**src/pscr_pkg.sv**
```systemverilog
// Package: offsets, field layout, reset values and codes for the protected state control registers
package pscr_pkg;
  localparam logic [6:0] PSCR_ADDR_CLOSED_VIEW = 7'h09;
  localparam logic [6:0] PSCR_ADDR_OPEN_VIEW = 7'h0b;
  localparam logic [6:0] PSCR_ADDR_CTRL = 7'h34;
  localparam logic [6:0] PSCR_ADDR_CTRL_INV = 7'h35;
  localparam logic [6:0] PSCR_CLOSED_RESET = 7'h46;
  localparam logic [6:0] PSCR_OPEN_RESET = 7'h78;
  localparam logic [7:0] PSCR_CTRL_RESET = 8'h00;
  localparam logic [7:0] PSCR_CTRL_INV_RESET = 8'h00;
  localparam int PSCR_MON2_BIT = 7;
  localparam int PSCR_MON1_BIT = 6;
  localparam int PSCR_STEPUP_BIT = 5;
  localparam int PSCR_STEPDN2_BIT = 4;
  localparam int PSCR_UNUSED_BIT = 3;
  localparam logic [2:0] PSCR_REQ_ACTIVE = 3'h1;
  localparam logic [2:0] PSCR_REQ_DISABLED = 3'h3;
  localparam logic [2:0] PSCR_REQ_LOCKED = 3'h7;
  localparam logic [2:0] PSCR_INV_ACTIVE = 3'h6;
  localparam logic [2:0] PSCR_INV_DISABLED = 3'h4;
  localparam logic [2:0] PSCR_INV_LOCKED = 3'h0;
  localparam int PSCR_STEP_CYCLES = 50;
  typedef enum logic [1:0] {
    PSCR_ST_NONE,
    PSCR_ST_ACTIVE,
    PSCR_ST_DISABLED,
    PSCR_ST_LOCKED
  } pscr_state_t;
endpackage : pscr_pkg

```
**src/pscr_win_if.sv**
```systemverilog
// Interface: window-size settings carried from the protected config into the read-only view
interface pscr_win_if;
  logic [6:0] closed_window_length;
  logic [6:0] open_span_length;
  modport src (output closed_window_length, output open_span_length);
  modport dst (input closed_window_length, input open_span_length);
endinterface : pscr_win_if

```
**src/pscr_window_view.sv**
```systemverilog
// Read-only mirrors of the active watchdog window sizes and their cycle counts
module pscr_window_view
  import pscr_pkg::*;
(
  input wire logic ref_clk_in,
  input wire logic rst_n_in,
  pscr_win_if.dst win_in,
  output logic [7:0] closed_view_out,
  output logic [7:0] open_view_out,
  output logic [12:0] closed_cycles_out,
  output logic [12:0] open_cycles_out
);
  logic [6:0] closed_q;
  logic [6:0] open_q;

  always_ff @(posedge ref_clk_in or negedge rst_n_in) begin
    if (!rst_n_in) begin
      closed_q <= PSCR_CLOSED_RESET;
      open_q <= PSCR_OPEN_RESET;
    end else begin
      closed_q <= win_in.closed_window_length;
      open_q <= win_in.open_span_length;
    end
  end

  assign closed_view_out = {1'b0, closed_q};
  assign open_view_out = {1'b0, open_q};
  assign closed_cycles_out = 13'(closed_q * PSCR_STEP_CYCLES);
  assign open_cycles_out = (open_q == 7'h00) ? 13'(PSCR_STEP_CYCLES) : 13'(open_q * PSCR_STEP_CYCLES);

  closed_scale_a: assert property (@(posedge ref_clk_in) disable iff (!rst_n_in)
    closed_cycles_out == 13'(closed_view_out[6:0] * 50)) else $error("closed window count wrong");
  closed_top_a: assert property (@(posedge ref_clk_in) disable iff (!rst_n_in)
    closed_view_out[6:0] == 7'h7f |-> closed_cycles_out == 13'd6350) else $error("closed top count wrong");
  open_floor_a: assert property (@(posedge ref_clk_in) disable iff (!rst_n_in)
    open_view_out[6:1] == 6'h00 |-> open_cycles_out == 13'd50) else $error("open window floor wrong");
  open_top_a: assert property (@(posedge ref_clk_in) disable iff (!rst_n_in)
    open_view_out[6:0] == 7'h7f |-> open_cycles_out == 13'd6350) else $error("open top count wrong");
  view_follow_a: assert property (@(posedge ref_clk_in) disable iff (!rst_n_in)
    ##1 closed_view_out[6:0] == $past(win_in.closed_window_length)) else $error("view lags config");
  open_follow_a: assert property (@(posedge ref_clk_in) disable iff (!rst_n_in)
    ##1 open_view_out[6:0] == $past(win_in.open_span_length)) else $error("open view lags config");
  top_code_c: cover property (@(posedge ref_clk_in) disable iff (!rst_n_in) closed_cycles_out == 13'd6350);
endmodule : pscr_window_view

```
**src/pscr_regs.sv**
```systemverilog
// Protected state control register bank with read-only watchdog window views
module pscr_regs
  import pscr_pkg::*;
(
  input wire logic ref_clk_in,
  input wire logic rst_n_in,
  input wire logic wr_en_in,
  input wire logic rd_en_in,
  input wire logic [6:0] addr_in,
  input wire logic [7:0] wdata_in,
  input wire logic [6:0] closed_window_cfg_in,
  input wire logic [6:0] open_window_cfg_in,
  output logic [7:0] rdata_out,
  output logic rvalid_out,
  output pscr_pkg::pscr_state_t target_state_request_out,
  output logic monitor_two_enable_request_out,
  output logic monitor_one_enable_request_out,
  output logic step_up_enable_request_out,
  output logic step_down_two_enable_request_out,
  output logic pair_mismatch_out,
  output logic [12:0] closed_cycles_out,
  output logic [12:0] open_cycles_out
);
  import pscr_pkg::*;

  logic [7:0] ctrl_q;
  logic [7:0] ctrl_inv_q;
  logic [7:0] rdata_q;
  logic rvalid_q;
  pscr_state_t state_q;
  logic [3:0] enables_q;
  logic [7:0] closed_view;
  logic [7:0] open_view;
  logic pair_ok;
  pscr_state_t decoded;

  pscr_win_if win ();
  assign win.closed_window_length = closed_window_cfg_in;
  assign win.open_span_length = open_window_cfg_in;

  pscr_window_view u_view (
    .ref_clk_in(ref_clk_in),
    .rst_n_in(rst_n_in),
    .win_in(win),
    .closed_view_out(closed_view),
    .open_view_out(open_view),
    .closed_cycles_out(closed_cycles_out),
    .open_cycles_out(open_cycles_out)
  );

  function automatic pscr_state_t decode_req(input logic [2:0] code);
    pscr_state_t s;
    s = PSCR_ST_NONE;
    if (code == PSCR_REQ_ACTIVE) begin
      s = PSCR_ST_ACTIVE;
    end else if (code == PSCR_REQ_DISABLED) begin
      s = PSCR_ST_DISABLED;
    end else if (code == PSCR_REQ_LOCKED) begin
      s = PSCR_ST_LOCKED;
    end
    return s;
  endfunction

  always_ff @(posedge ref_clk_in or negedge rst_n_in) begin
    if (!rst_n_in) begin
      ctrl_q <= PSCR_CTRL_RESET;
    end else if (wr_en_in && addr_in == PSCR_ADDR_CTRL) begin
      ctrl_q <= wdata_in & ~(8'h01 << PSCR_UNUSED_BIT);
    end
  end

  always_ff @(posedge ref_clk_in or negedge rst_n_in) begin
    if (!rst_n_in) begin
      ctrl_inv_q <= PSCR_CTRL_INV_RESET;
    end else if (wr_en_in && addr_in == PSCR_ADDR_CTRL_INV) begin
      ctrl_inv_q <= wdata_in & ~(8'h01 << PSCR_UNUSED_BIT);
    end
  end

  assign pair_ok = ({ctrl_q[7:4], ctrl_q[2:0]} == ~{ctrl_inv_q[7:4], ctrl_inv_q[2:0]});
  assign decoded = decode_req(ctrl_q[2:0]);
  assign pair_mismatch_out = !pair_ok;

  always_ff @(posedge ref_clk_in or negedge rst_n_in) begin
    if (!rst_n_in) begin
      enables_q <= 4'h0;
    end else if (pair_ok) begin
      enables_q <= ctrl_q[7:4];
    end
  end

  always_ff @(posedge ref_clk_in or negedge rst_n_in) begin
    if (!rst_n_in) begin
      state_q <= PSCR_ST_NONE;
    end else if (pair_ok && decoded != PSCR_ST_NONE) begin
      state_q <= decoded;
    end
  end

  assign target_state_request_out = state_q;
  assign monitor_two_enable_request_out = enables_q[PSCR_MON2_BIT - 4];
  assign monitor_one_enable_request_out = enables_q[PSCR_MON1_BIT - 4];
  assign step_up_enable_request_out = enables_q[PSCR_STEPUP_BIT - 4];
  assign step_down_two_enable_request_out = enables_q[PSCR_STEPDN2_BIT - 4];

  // Read data is registered; unmapped addresses read zero
  always_ff @(posedge ref_clk_in or negedge rst_n_in) begin
    if (!rst_n_in) begin
      rdata_q <= 8'h00;
      rvalid_q <= 1'b0;
    end else begin
      rvalid_q <= rd_en_in;
      if (rd_en_in) begin
        if (addr_in == PSCR_ADDR_CLOSED_VIEW) begin
          rdata_q <= closed_view;
        end else if (addr_in == PSCR_ADDR_OPEN_VIEW) begin
          rdata_q <= open_view;
        end else if (addr_in == PSCR_ADDR_CTRL) begin
          rdata_q <= ctrl_q;
        end else if (addr_in == PSCR_ADDR_CTRL_INV) begin
          rdata_q <= ctrl_inv_q;
        end else begin
          rdata_q <= 8'h00;
        end
      end
    end
  end
  assign rdata_out = rdata_q;
  assign rvalid_out = rvalid_q;

  // Checks use the registered pair, so a half-written pair never counts
  // no unpaired change
  single_write_a: assert property (@(posedge ref_clk_in) disable iff (!rst_n_in)
    !$past(pair_ok) |-> $stable(enables_q)) else $error("enable changed without pair");
  unpaired_state_a: assert property (@(posedge ref_clk_in) disable iff (!rst_n_in)
    !pair_ok |=> $stable(state_q)) else $error("state changed without pair");
  pair_apply_a: assert property (@(posedge ref_clk_in) disable iff (!rst_n_in)
    pair_ok |=> enables_q == $past(ctrl_q[7:4])) else $error("paired enables not applied");
  active_code_a: assert property (@(posedge ref_clk_in) disable iff (!rst_n_in)
    pair_ok && ctrl_q[2:0] == 3'h1 |=> state_q == PSCR_ST_ACTIVE) else $error("active not applied");
  disabled_code_a: assert property (@(posedge ref_clk_in) disable iff (!rst_n_in)
    pair_ok && ctrl_q[2:0] == PSCR_REQ_DISABLED |=> state_q == PSCR_ST_DISABLED)
    else $error("disabled not applied");
  locked_code_a: assert property (@(posedge ref_clk_in) disable iff (!rst_n_in)
    pair_ok && ctrl_q[2:0] == PSCR_REQ_LOCKED |=> state_q == PSCR_ST_LOCKED)
    else $error("locked code not applied");
  locked_inv_a: assert property (@(posedge ref_clk_in) disable iff (!rst_n_in)
    pair_ok && ctrl_inv_q[2:0] == 3'h0 |=> state_q == PSCR_ST_LOCKED) else $error("locked not applied");
  active_inv_a: assert property (@(posedge ref_clk_in) disable iff (!rst_n_in)
    pair_ok && ctrl_inv_q[2:0] == PSCR_INV_ACTIVE |=> state_q == PSCR_ST_ACTIVE)
    else $error("inverse active not applied");
  disabled_inv_a: assert property (@(posedge ref_clk_in) disable iff (!rst_n_in)
    pair_ok && ctrl_inv_q[2:0] == PSCR_INV_DISABLED |=> state_q == PSCR_ST_DISABLED)
    else $error("inverse disabled not applied");
  reserved_hold_a: assert property (@(posedge ref_clk_in) disable iff (!rst_n_in)
    decoded == PSCR_ST_NONE |=> state_q == $past(state_q)) else $error("reserved code changed state");
  unused_zero_a: assert property (@(posedge ref_clk_in) disable iff (!rst_n_in)
    ctrl_q[3] == 1'b0 && ctrl_inv_q[3] == 1'b0) else $error("unused bit set");
  inv_disable_a: assert property (@(posedge ref_clk_in) disable iff (!rst_n_in)
    pair_ok && ctrl_inv_q[4] |=> !step_down_two_enable_request_out) else $error("inverse one did not disable");
  for (genvar b = 0; b < 4; b++) begin : g_inv_bit
    inv_bit_a: assert property (@(posedge ref_clk_in) disable iff (!rst_n_in)
      pair_ok && ctrl_inv_q[4 + b] |=> !enables_q[b]) else $error("inverse bit did not disable");
  end
  enable_map_a: assert property (@(posedge ref_clk_in) disable iff (!rst_n_in)
    pair_ok |=> {monitor_two_enable_request_out, monitor_one_enable_request_out, step_up_enable_request_out,
    step_down_two_enable_request_out} == $past(ctrl_q[7:4])) else $error("enable outputs misplaced");
  ctrl_write_a: assert property (@(posedge ref_clk_in) disable iff (!rst_n_in)
    wr_en_in && addr_in == PSCR_ADDR_CTRL |=> ctrl_q == ($past(wdata_in) & 8'hf7))
    else $error("control write lost");
  inv_write_a: assert property (@(posedge ref_clk_in) disable iff (!rst_n_in)
    wr_en_in && addr_in == PSCR_ADDR_CTRL_INV |=> ctrl_inv_q == ($past(wdata_in) & 8'hf7))
    else $error("inverse write lost");
  mismatch_flag_a: assert property (@(posedge ref_clk_in) disable iff (!rst_n_in)
    pair_mismatch_out == (ctrl_q[7:4] != ~ctrl_inv_q[7:4] || ctrl_q[2:0] != ~ctrl_inv_q[2:0]))
    else $error("mismatch flag wrong");
  view_read_a: assert property (@(posedge ref_clk_in) disable iff (!rst_n_in)
    rd_en_in && addr_in == 7'h09 |=> rvalid_out && rdata_out[7] == 1'b0) else $error("view read wrong");
  open_read_a: assert property (@(posedge ref_clk_in) disable iff (!rst_n_in)
    rd_en_in && addr_in == PSCR_ADDR_OPEN_VIEW |=> rvalid_out && rdata_out[7] == 1'b0)
    else $error("open view read wrong");
  ctrl_read_a: assert property (@(posedge ref_clk_in) disable iff (!rst_n_in)
    rd_en_in && addr_in == PSCR_ADDR_CTRL |=> rdata_out == $past(ctrl_q))
    else $error("control read wrong");
  inv_read_a: assert property (@(posedge ref_clk_in) disable iff (!rst_n_in)
    rd_en_in && addr_in == PSCR_ADDR_CTRL_INV |=> rdata_out == $past(ctrl_inv_q))
    else $error("inverse read wrong");

  locked_c: cover property (@(posedge ref_clk_in) disable iff (!rst_n_in) state_q == PSCR_ST_LOCKED);
  disabled_c: cover property (@(posedge ref_clk_in) disable iff (!rst_n_in) state_q == PSCR_ST_DISABLED);
  all_en_c: cover property (@(posedge ref_clk_in) disable iff (!rst_n_in) enables_q == 4'hf);
  active_c: cover property (@(posedge ref_clk_in) disable iff (!rst_n_in) state_q == PSCR_ST_ACTIVE && enables_q != 4'h0);
endmodule : pscr_regs

```
**config.mk**
```make
export PLATFORM = sky130hd
export DESIGN_NAME = pscr_regs
export DESIGN_NICKNAME = d
export VERILOG_FILES = /design/src/pscr_pkg.sv /design/src/pscr_win_if.sv /design/src/pscr_window_view.sv /design/src/pscr_regs.sv
export SDC_FILE = /design/constraint.sdc
export NUM_CORES = 1
export LEC_CHECK = 0
export BUFFER_PORTS_ARGS = -buffer_cell sky130_fd_sc_hd__buf_4
export CORE_MARGIN = 4
export CORE_UTILIZATION = 49
export CTS_BUF_LIST = sky130_fd_sc_hd__clkbuf_16
export DETAILED_ROUTE_END_ITERATION = 7
export HOLD_SLACK_MARGIN = 0.03
export PLACE_DENSITY = 0.81
export SLEW_MARGIN = 20
export SYNTH_ARGS = -nofsm -noshare
export SYNTH_HDL_FRONTEND = slang
export SYNTH_HIERARCHICAL = 1
export SYNTH_SLANG_ARGS = --single-unit
export TNS_END_PERCENT = 50
```
**constraint.sdc**
```tcl
create_clock -name ref_clk_in -period 2.9 [get_ports ref_clk_in]
set_input_delay 0.145 -clock ref_clk_in [delete_from_list [all_inputs] [get_ports ref_clk_in]]
set_output_delay 0.145 -clock ref_clk_in [all_outputs]
set_load 0.05 [all_outputs]
```
* After elaboration in Yosys (flattened, before gate mapping)
Cells that the tools add are included.
** Word-level totals
- Output and inout port bits :: 42
- Bits in registers :: 43
- Word-level logic and storage cells :: 33
** Operators by class
- Bitwise logic cells :: 1
- Multiply operators :: 2
- Reductions and logical operators :: 6
- Equal/unequal tests :: 8
- Muxes and demuxes :: 8
** Operator list (number)
- $mux 8 :: 4
- $mul 7x5->12 const B :: 2
- $eq 7x4->1 const B :: 2
- $eq 7x6->1 const B :: 2
- $mux 13 :: 1
- $eq 7x7->1 :: 1
- $logic_not 7->1 :: 1
- $not 7->7 :: 1
- $mux 2 :: 3
- $eq 3x1->1 const B :: 1
- $eq 3x2->1 const B :: 1
- $eq 3x3->1 const B :: 1
- $logic_and 1x1->1 :: 3
- $reduce_bool 2->1 :: 1
- $logic_not 1->1 :: 1

* Logic depth before layout (Yosys ltp)
- Word-level depth :: 6
- Depth in mapped cells :: 11

* By module
The synthesis kept the hierarchy.
** Modules (own cells, without submodules)
- pscr_window_view :: sequential area each 359.1 µm², instances 1, cells an instance 164, area an instance 1669.1 µm²
- pscr_regs :: sequential area each 725.7 µm², instances 1, cells an instance 112, area an instance 1492.7 µm²

* Worst setup path after synthesis
Ideal clock, no wire load.
- Kind :: register to output
- Start point :: reg u_view.open_q[3]
- End point :: out open_cycles_out[10]
- Slack :: -813 ps
- Arrival :: 3568 ps
- Stages on the path, launching flop included :: 10
- Cells stage by stage :: dfstp_2 -> inv_1 -> ha_1 -> ha_1 -> fa_1 -> ha_1 -> o21ai_0 -> nor2_1 -> o211a_1 -> nor3_1
** Between the ends
- Word-level cells in the longest chain between the ends :: 2
** RTL lines
- from (decl) :: RTL line pscr_window_view.sv:14 : logic [6:0] open_q;
- from (signal assigned) :: RTL line pscr_window_view.sv:22 : open_q <= win_in.open_span_length;
- $mul 7x5->12 or $logic_not 7->1 (tied branches) :: RTL line pscr_window_view.sv:29 : assign open_cycles_out = (open_q == 7'h00) ? 13'(PSCR_STEP_CYCLES) : 13'(open_q * PSCR_STEP_CYCLES);
- $mux 13 (*) :: RTL line pscr_window_view.sv:29
- to (decl) :: RTL line pscr_regs.sv:22 : output logic [12:0] open_cycles_out
Every way passes the cells marked *; elsewhere a longest branch is shown, timed or not.

* Worst setup path after layout
- Start point :: reg u_view.closed_q[2]
- End point :: out closed_cycles_out[11]
** Between the ends
- Word-level cells in the longest chain between the ends :: 1
** RTL lines
- from (decl) :: RTL line pscr_window_view.sv:13 : logic [6:0] closed_q;
- from (signal assigned) :: RTL line pscr_window_view.sv:21 : closed_q <= win_in.closed_window_length;
- $mul 7x5->12 :: RTL line pscr_window_view.sv:28 : assign closed_cycles_out = 13'(closed_q * PSCR_STEP_CYCLES);
- to (decl) :: RTL line pscr_regs.sv:21 : output logic [12:0] closed_cycles_out,
No other way between the ends.

==> key figures <==
Run status
  • Status: finished with violations
  • Failing checks: negative setup slack

Die
  • FP Rows: 29
  • Num ports: 75
  • Die width: 88.33 µm
  • Initial core utilization: 0.5008
  • Die area: 7802 µm²
  • Core region area: 6314 µm²
  • Die height: 88.33 µm

GRT
  • Gr ovfl total: 0
  • Total GRT Usage: 0.2004
  • Initial antenna violation count: 0
  • Vias in the first global route: 2596
  • First-pass GRT wire length: 12.13 mm
  • Largest net degree at the start of global routing: 44

Finish
  • Fillers: 419
  • Area occupied by multi-input gates: 2307 µm²
  • Final instance area: 4628 µm²
  • Nets: 477
  • Layout cells sized above 1: 0.4845
  • Ant. Diodes: 0
  • Sequential cell area: 1092 µm²
  • P&R area growth vs syn: 46.38%

Power and ir drop
  • Clk pwr share: 0.214
  • Seq pwr share: 0.266
  • Cell area power density: 550.7 nW/µm²
  • Worst VDD drop: 478.6 µV
  • Sw Ratio: 0.4040
  • Leak Pwr: 2.240 nW
  • Psw: 1.030 mW
  • Pint: 1.519 mW
  • Gate power share: 0.520

Synthesis
  • Sequential fraction of the synthesis area: 0.3431
  • Ys Warns: 6
  • Post-synth top flop: dfrtp_1
  • Synth area leader: dfrtp_1
  • Yosys reg bits: 43
  • Mapped Cells: 276
  • Synth cell count leaders: ha_1, dfrtp_1, inv_1
  • Post-synth EDFFs: 0
  • Synth async-reset ratio: 1.000
  • Count leader, synth: ha_1
  • Unique masters post-synth: 52
  • Ranking of synthesized cells by area: dfrtp_1, ha_1, dfstp_2, mux2_2, xnor2_1
  • Post-Syn Area: 3162 µm²
  • Mean Syn Cell Area: 11.46 µm²
  • Yosys top cell area share: 0.2849

STA
  • Final worst slack: -0.5169 ns
  • Fin crit share: 1.178
  • Setup Skew: 0.005903 ns
  • Post-layout minimum cycle time: 3.417 ns
  • Maximum clock frequency: 292.7 MHz
  • Hold Fails Final Rpt: 0
  • Worst slew margin: 0.6433
  • RSZ-0062 raised after global routing: yes
  • Slew @ Worst Pin: 0.5351 ns
  • Final setup viols: 10
  • Max-slew violations: 0
  • Hold slack final: 0.09748 ns

Critical path
  • CP max FO: 4
  • Arr. time, crit path: 3.27 ns
  • Crit end category: primary output
  • Startpoint Class: flip-flop
  • Worst setup path class: flip-flop to primary output
  • WP data required: 2.76 ns

Placement
  • Routability cong.: 0.7873
  • Port Buffers: 71
  • Final HPWL DP: 5.944 mm
  • Placed cell area: 4154 µm²

CTS
  • Root Driver: clkbuf_16
  • Clock transition at path regs: 0.06 ns
  • CTS tree: done
  • H-tree levels: 2
  • Worst skew pair latency: 0.28 ns
  • CTS Buf Count: 5
  • Clock Sinks: 43
  • Clk buf depth: 2

Drt
  • TritonRoute pass-1 iters: 4
  • Final ANT Viol Nets: 0
  • Routed wire length: 7.791 mm
  • DRC Markers: 0
  • Routed wire per std cell: 16.83 µm
  • Vias: 2541
  • Via density: 5.488
  • Number of DRC markers in iteration 0: 100

Hold path
  • Worst hold path class: primary input to flip-flop

Flow run
  • Max-cap viol count: 0
[path summary, 6_finish.rpt]
kind / start / depth (start not counted) / to / slack, ns
setup / recovery: u_view/closed_q[2]$_DFF_PN1_ / 9 / closed_cycles_out[11] / -0.52
hold / removal: wdata_in[7] / 2 / ctrl_q[7]$_DFFE_PN0P_ / 0.1
setup reg to reg: ctrl_q[6]$_DFFE_PN0P_ / 4 / enables_q[2]$_DFFE_PN0N_ / 1.25
hold reg to reg: target_state_request_out[1]$_DFFE_PN0P_ / 1 / target_state_request_out[1]$_DFFE_PN0P_ / 0.51
max in group asynchronous: rst_n_in / 2 / u_view/open_q[6]$_DFF_PN1_ / 2.12
min in group asynchronous: rst_n_in / 2 / ctrl_inv_q[7]$_DFFE_PN0P_ / 0.38
[state kept, by name (all words and copies together), names as in the netlist]
| name | flops |
|---|---|
| ctrl_q | 7 |
| enables_q | 4 |
| u_view/open_q | 7 |
| u_view/closed_q | 7 |
| rvalid_out | 1 |
| ctrl_inv_q | 7 |
| target_state_request_out | 2 |
| rdata_out | 8 |
[cell type report]
class	count	area share
multi-input cells	206	0.4985
inverters	16	0.01298
flip-flops and latches	43	0.2360
clock inverters	3	0.004325
well taps	77	0.02082
clock buffers	5	0.02703
repair buffers	113	0.2003
[logic make-up after synthesis]
group | count (synthesis) | synth area share
adders and majority gates | 59 | 0.2430
and+or+nand+nor | 56 | 0.1183
AOI/OAI and AO/OA | 45 | 0.1092
DFF | 43 | 0.3431
buffers and inverters | 30 | 0.04590
muxes | 27 | 0.09775
xor gates and xnor gates | 15 | 0.04155
other | 1 | 0.001186
[cells in the final DEF, fill, tap and decap left out, drive strengths merged, types with 6 or more instances in the layout]
cell / instances
o221ai: 7
mux2i: 8
inv: 16
xnor2: 11
mux2: 19
a21o: 6
nor2b: 9
nor2: 12
ha: 55
dfstp: 7
dfrtp: 36
nand3: 9
o221a: 7
a21oi: 9
buf: 98
dlygate4sd3: 15
[power by group through the flow]
| stage | combinational [mW] | clock, mW | sequential, mW |
|---|---|---|---|
| global route | 1.42 | 0.572 | 0.683 |
| CTS | 1.30 | 0.546 | 0.678 |
| global placement | 1.16 | 0 | 0.685 |
| floorplan | 0.815 | 0 | 0.714 |
| detailed placement | 1.18 | 0 | 0.687 |
| finish | 1.33 | 0.545 | 0.678 |
[worst max-delay path, stage by stage (launching register included)]
cell and delay (ns):
dfstp_4 0.66, ha_4 0.22, ha_4 0.24, fa_1 0.52
ha_4 0.22, nor2b_4 0.13, o31a_1 0.27, or4b_4 0.51
nand3_4 0.10, buf_8 0.14
[per-stage QoR]
step | utilization | cells | TNS (ns) | worst slack, ns | total power, mW
after floorplan | - | 279 | -0.6141 | -0.2056 | 1.529
after detailed placement | 0.6579 | 438 | -0.5291 | -0.2341 | 1.870
after global placement | 0.6579 | 438 | -0.3677 | -0.1904 | 1.841
after global routing | 0.7331 | 463 | -3.354 | -0.5889 | 2.670
final | 0.7331 | 463 | -2.478 | -0.5169 | 2.549
after CTS | 0.7243 | 462 | -2.378 | -0.4940 | 2.520
[routing by layer]
metal | global-route usage | routed length, µm | part of all wire
met2 | 0.3501 | 4140 | 0.53
met1 | 0.2546 | 3196 | 0.41
met4 | 0.05769 | 95 | 0.012
met3 | 0.03538 | 359 | 0.046
met5 | 0 | 0 | 0
[timing repair]
action,CTS,global route
endpoints found under the setup margin,10,11
hold endpoints to repair,50,0
pin swaps,11,4
buffers inserted,1,1
hold buffers,15,0
gates resized for setup,26,6
(Power assumes the default switching activity.)
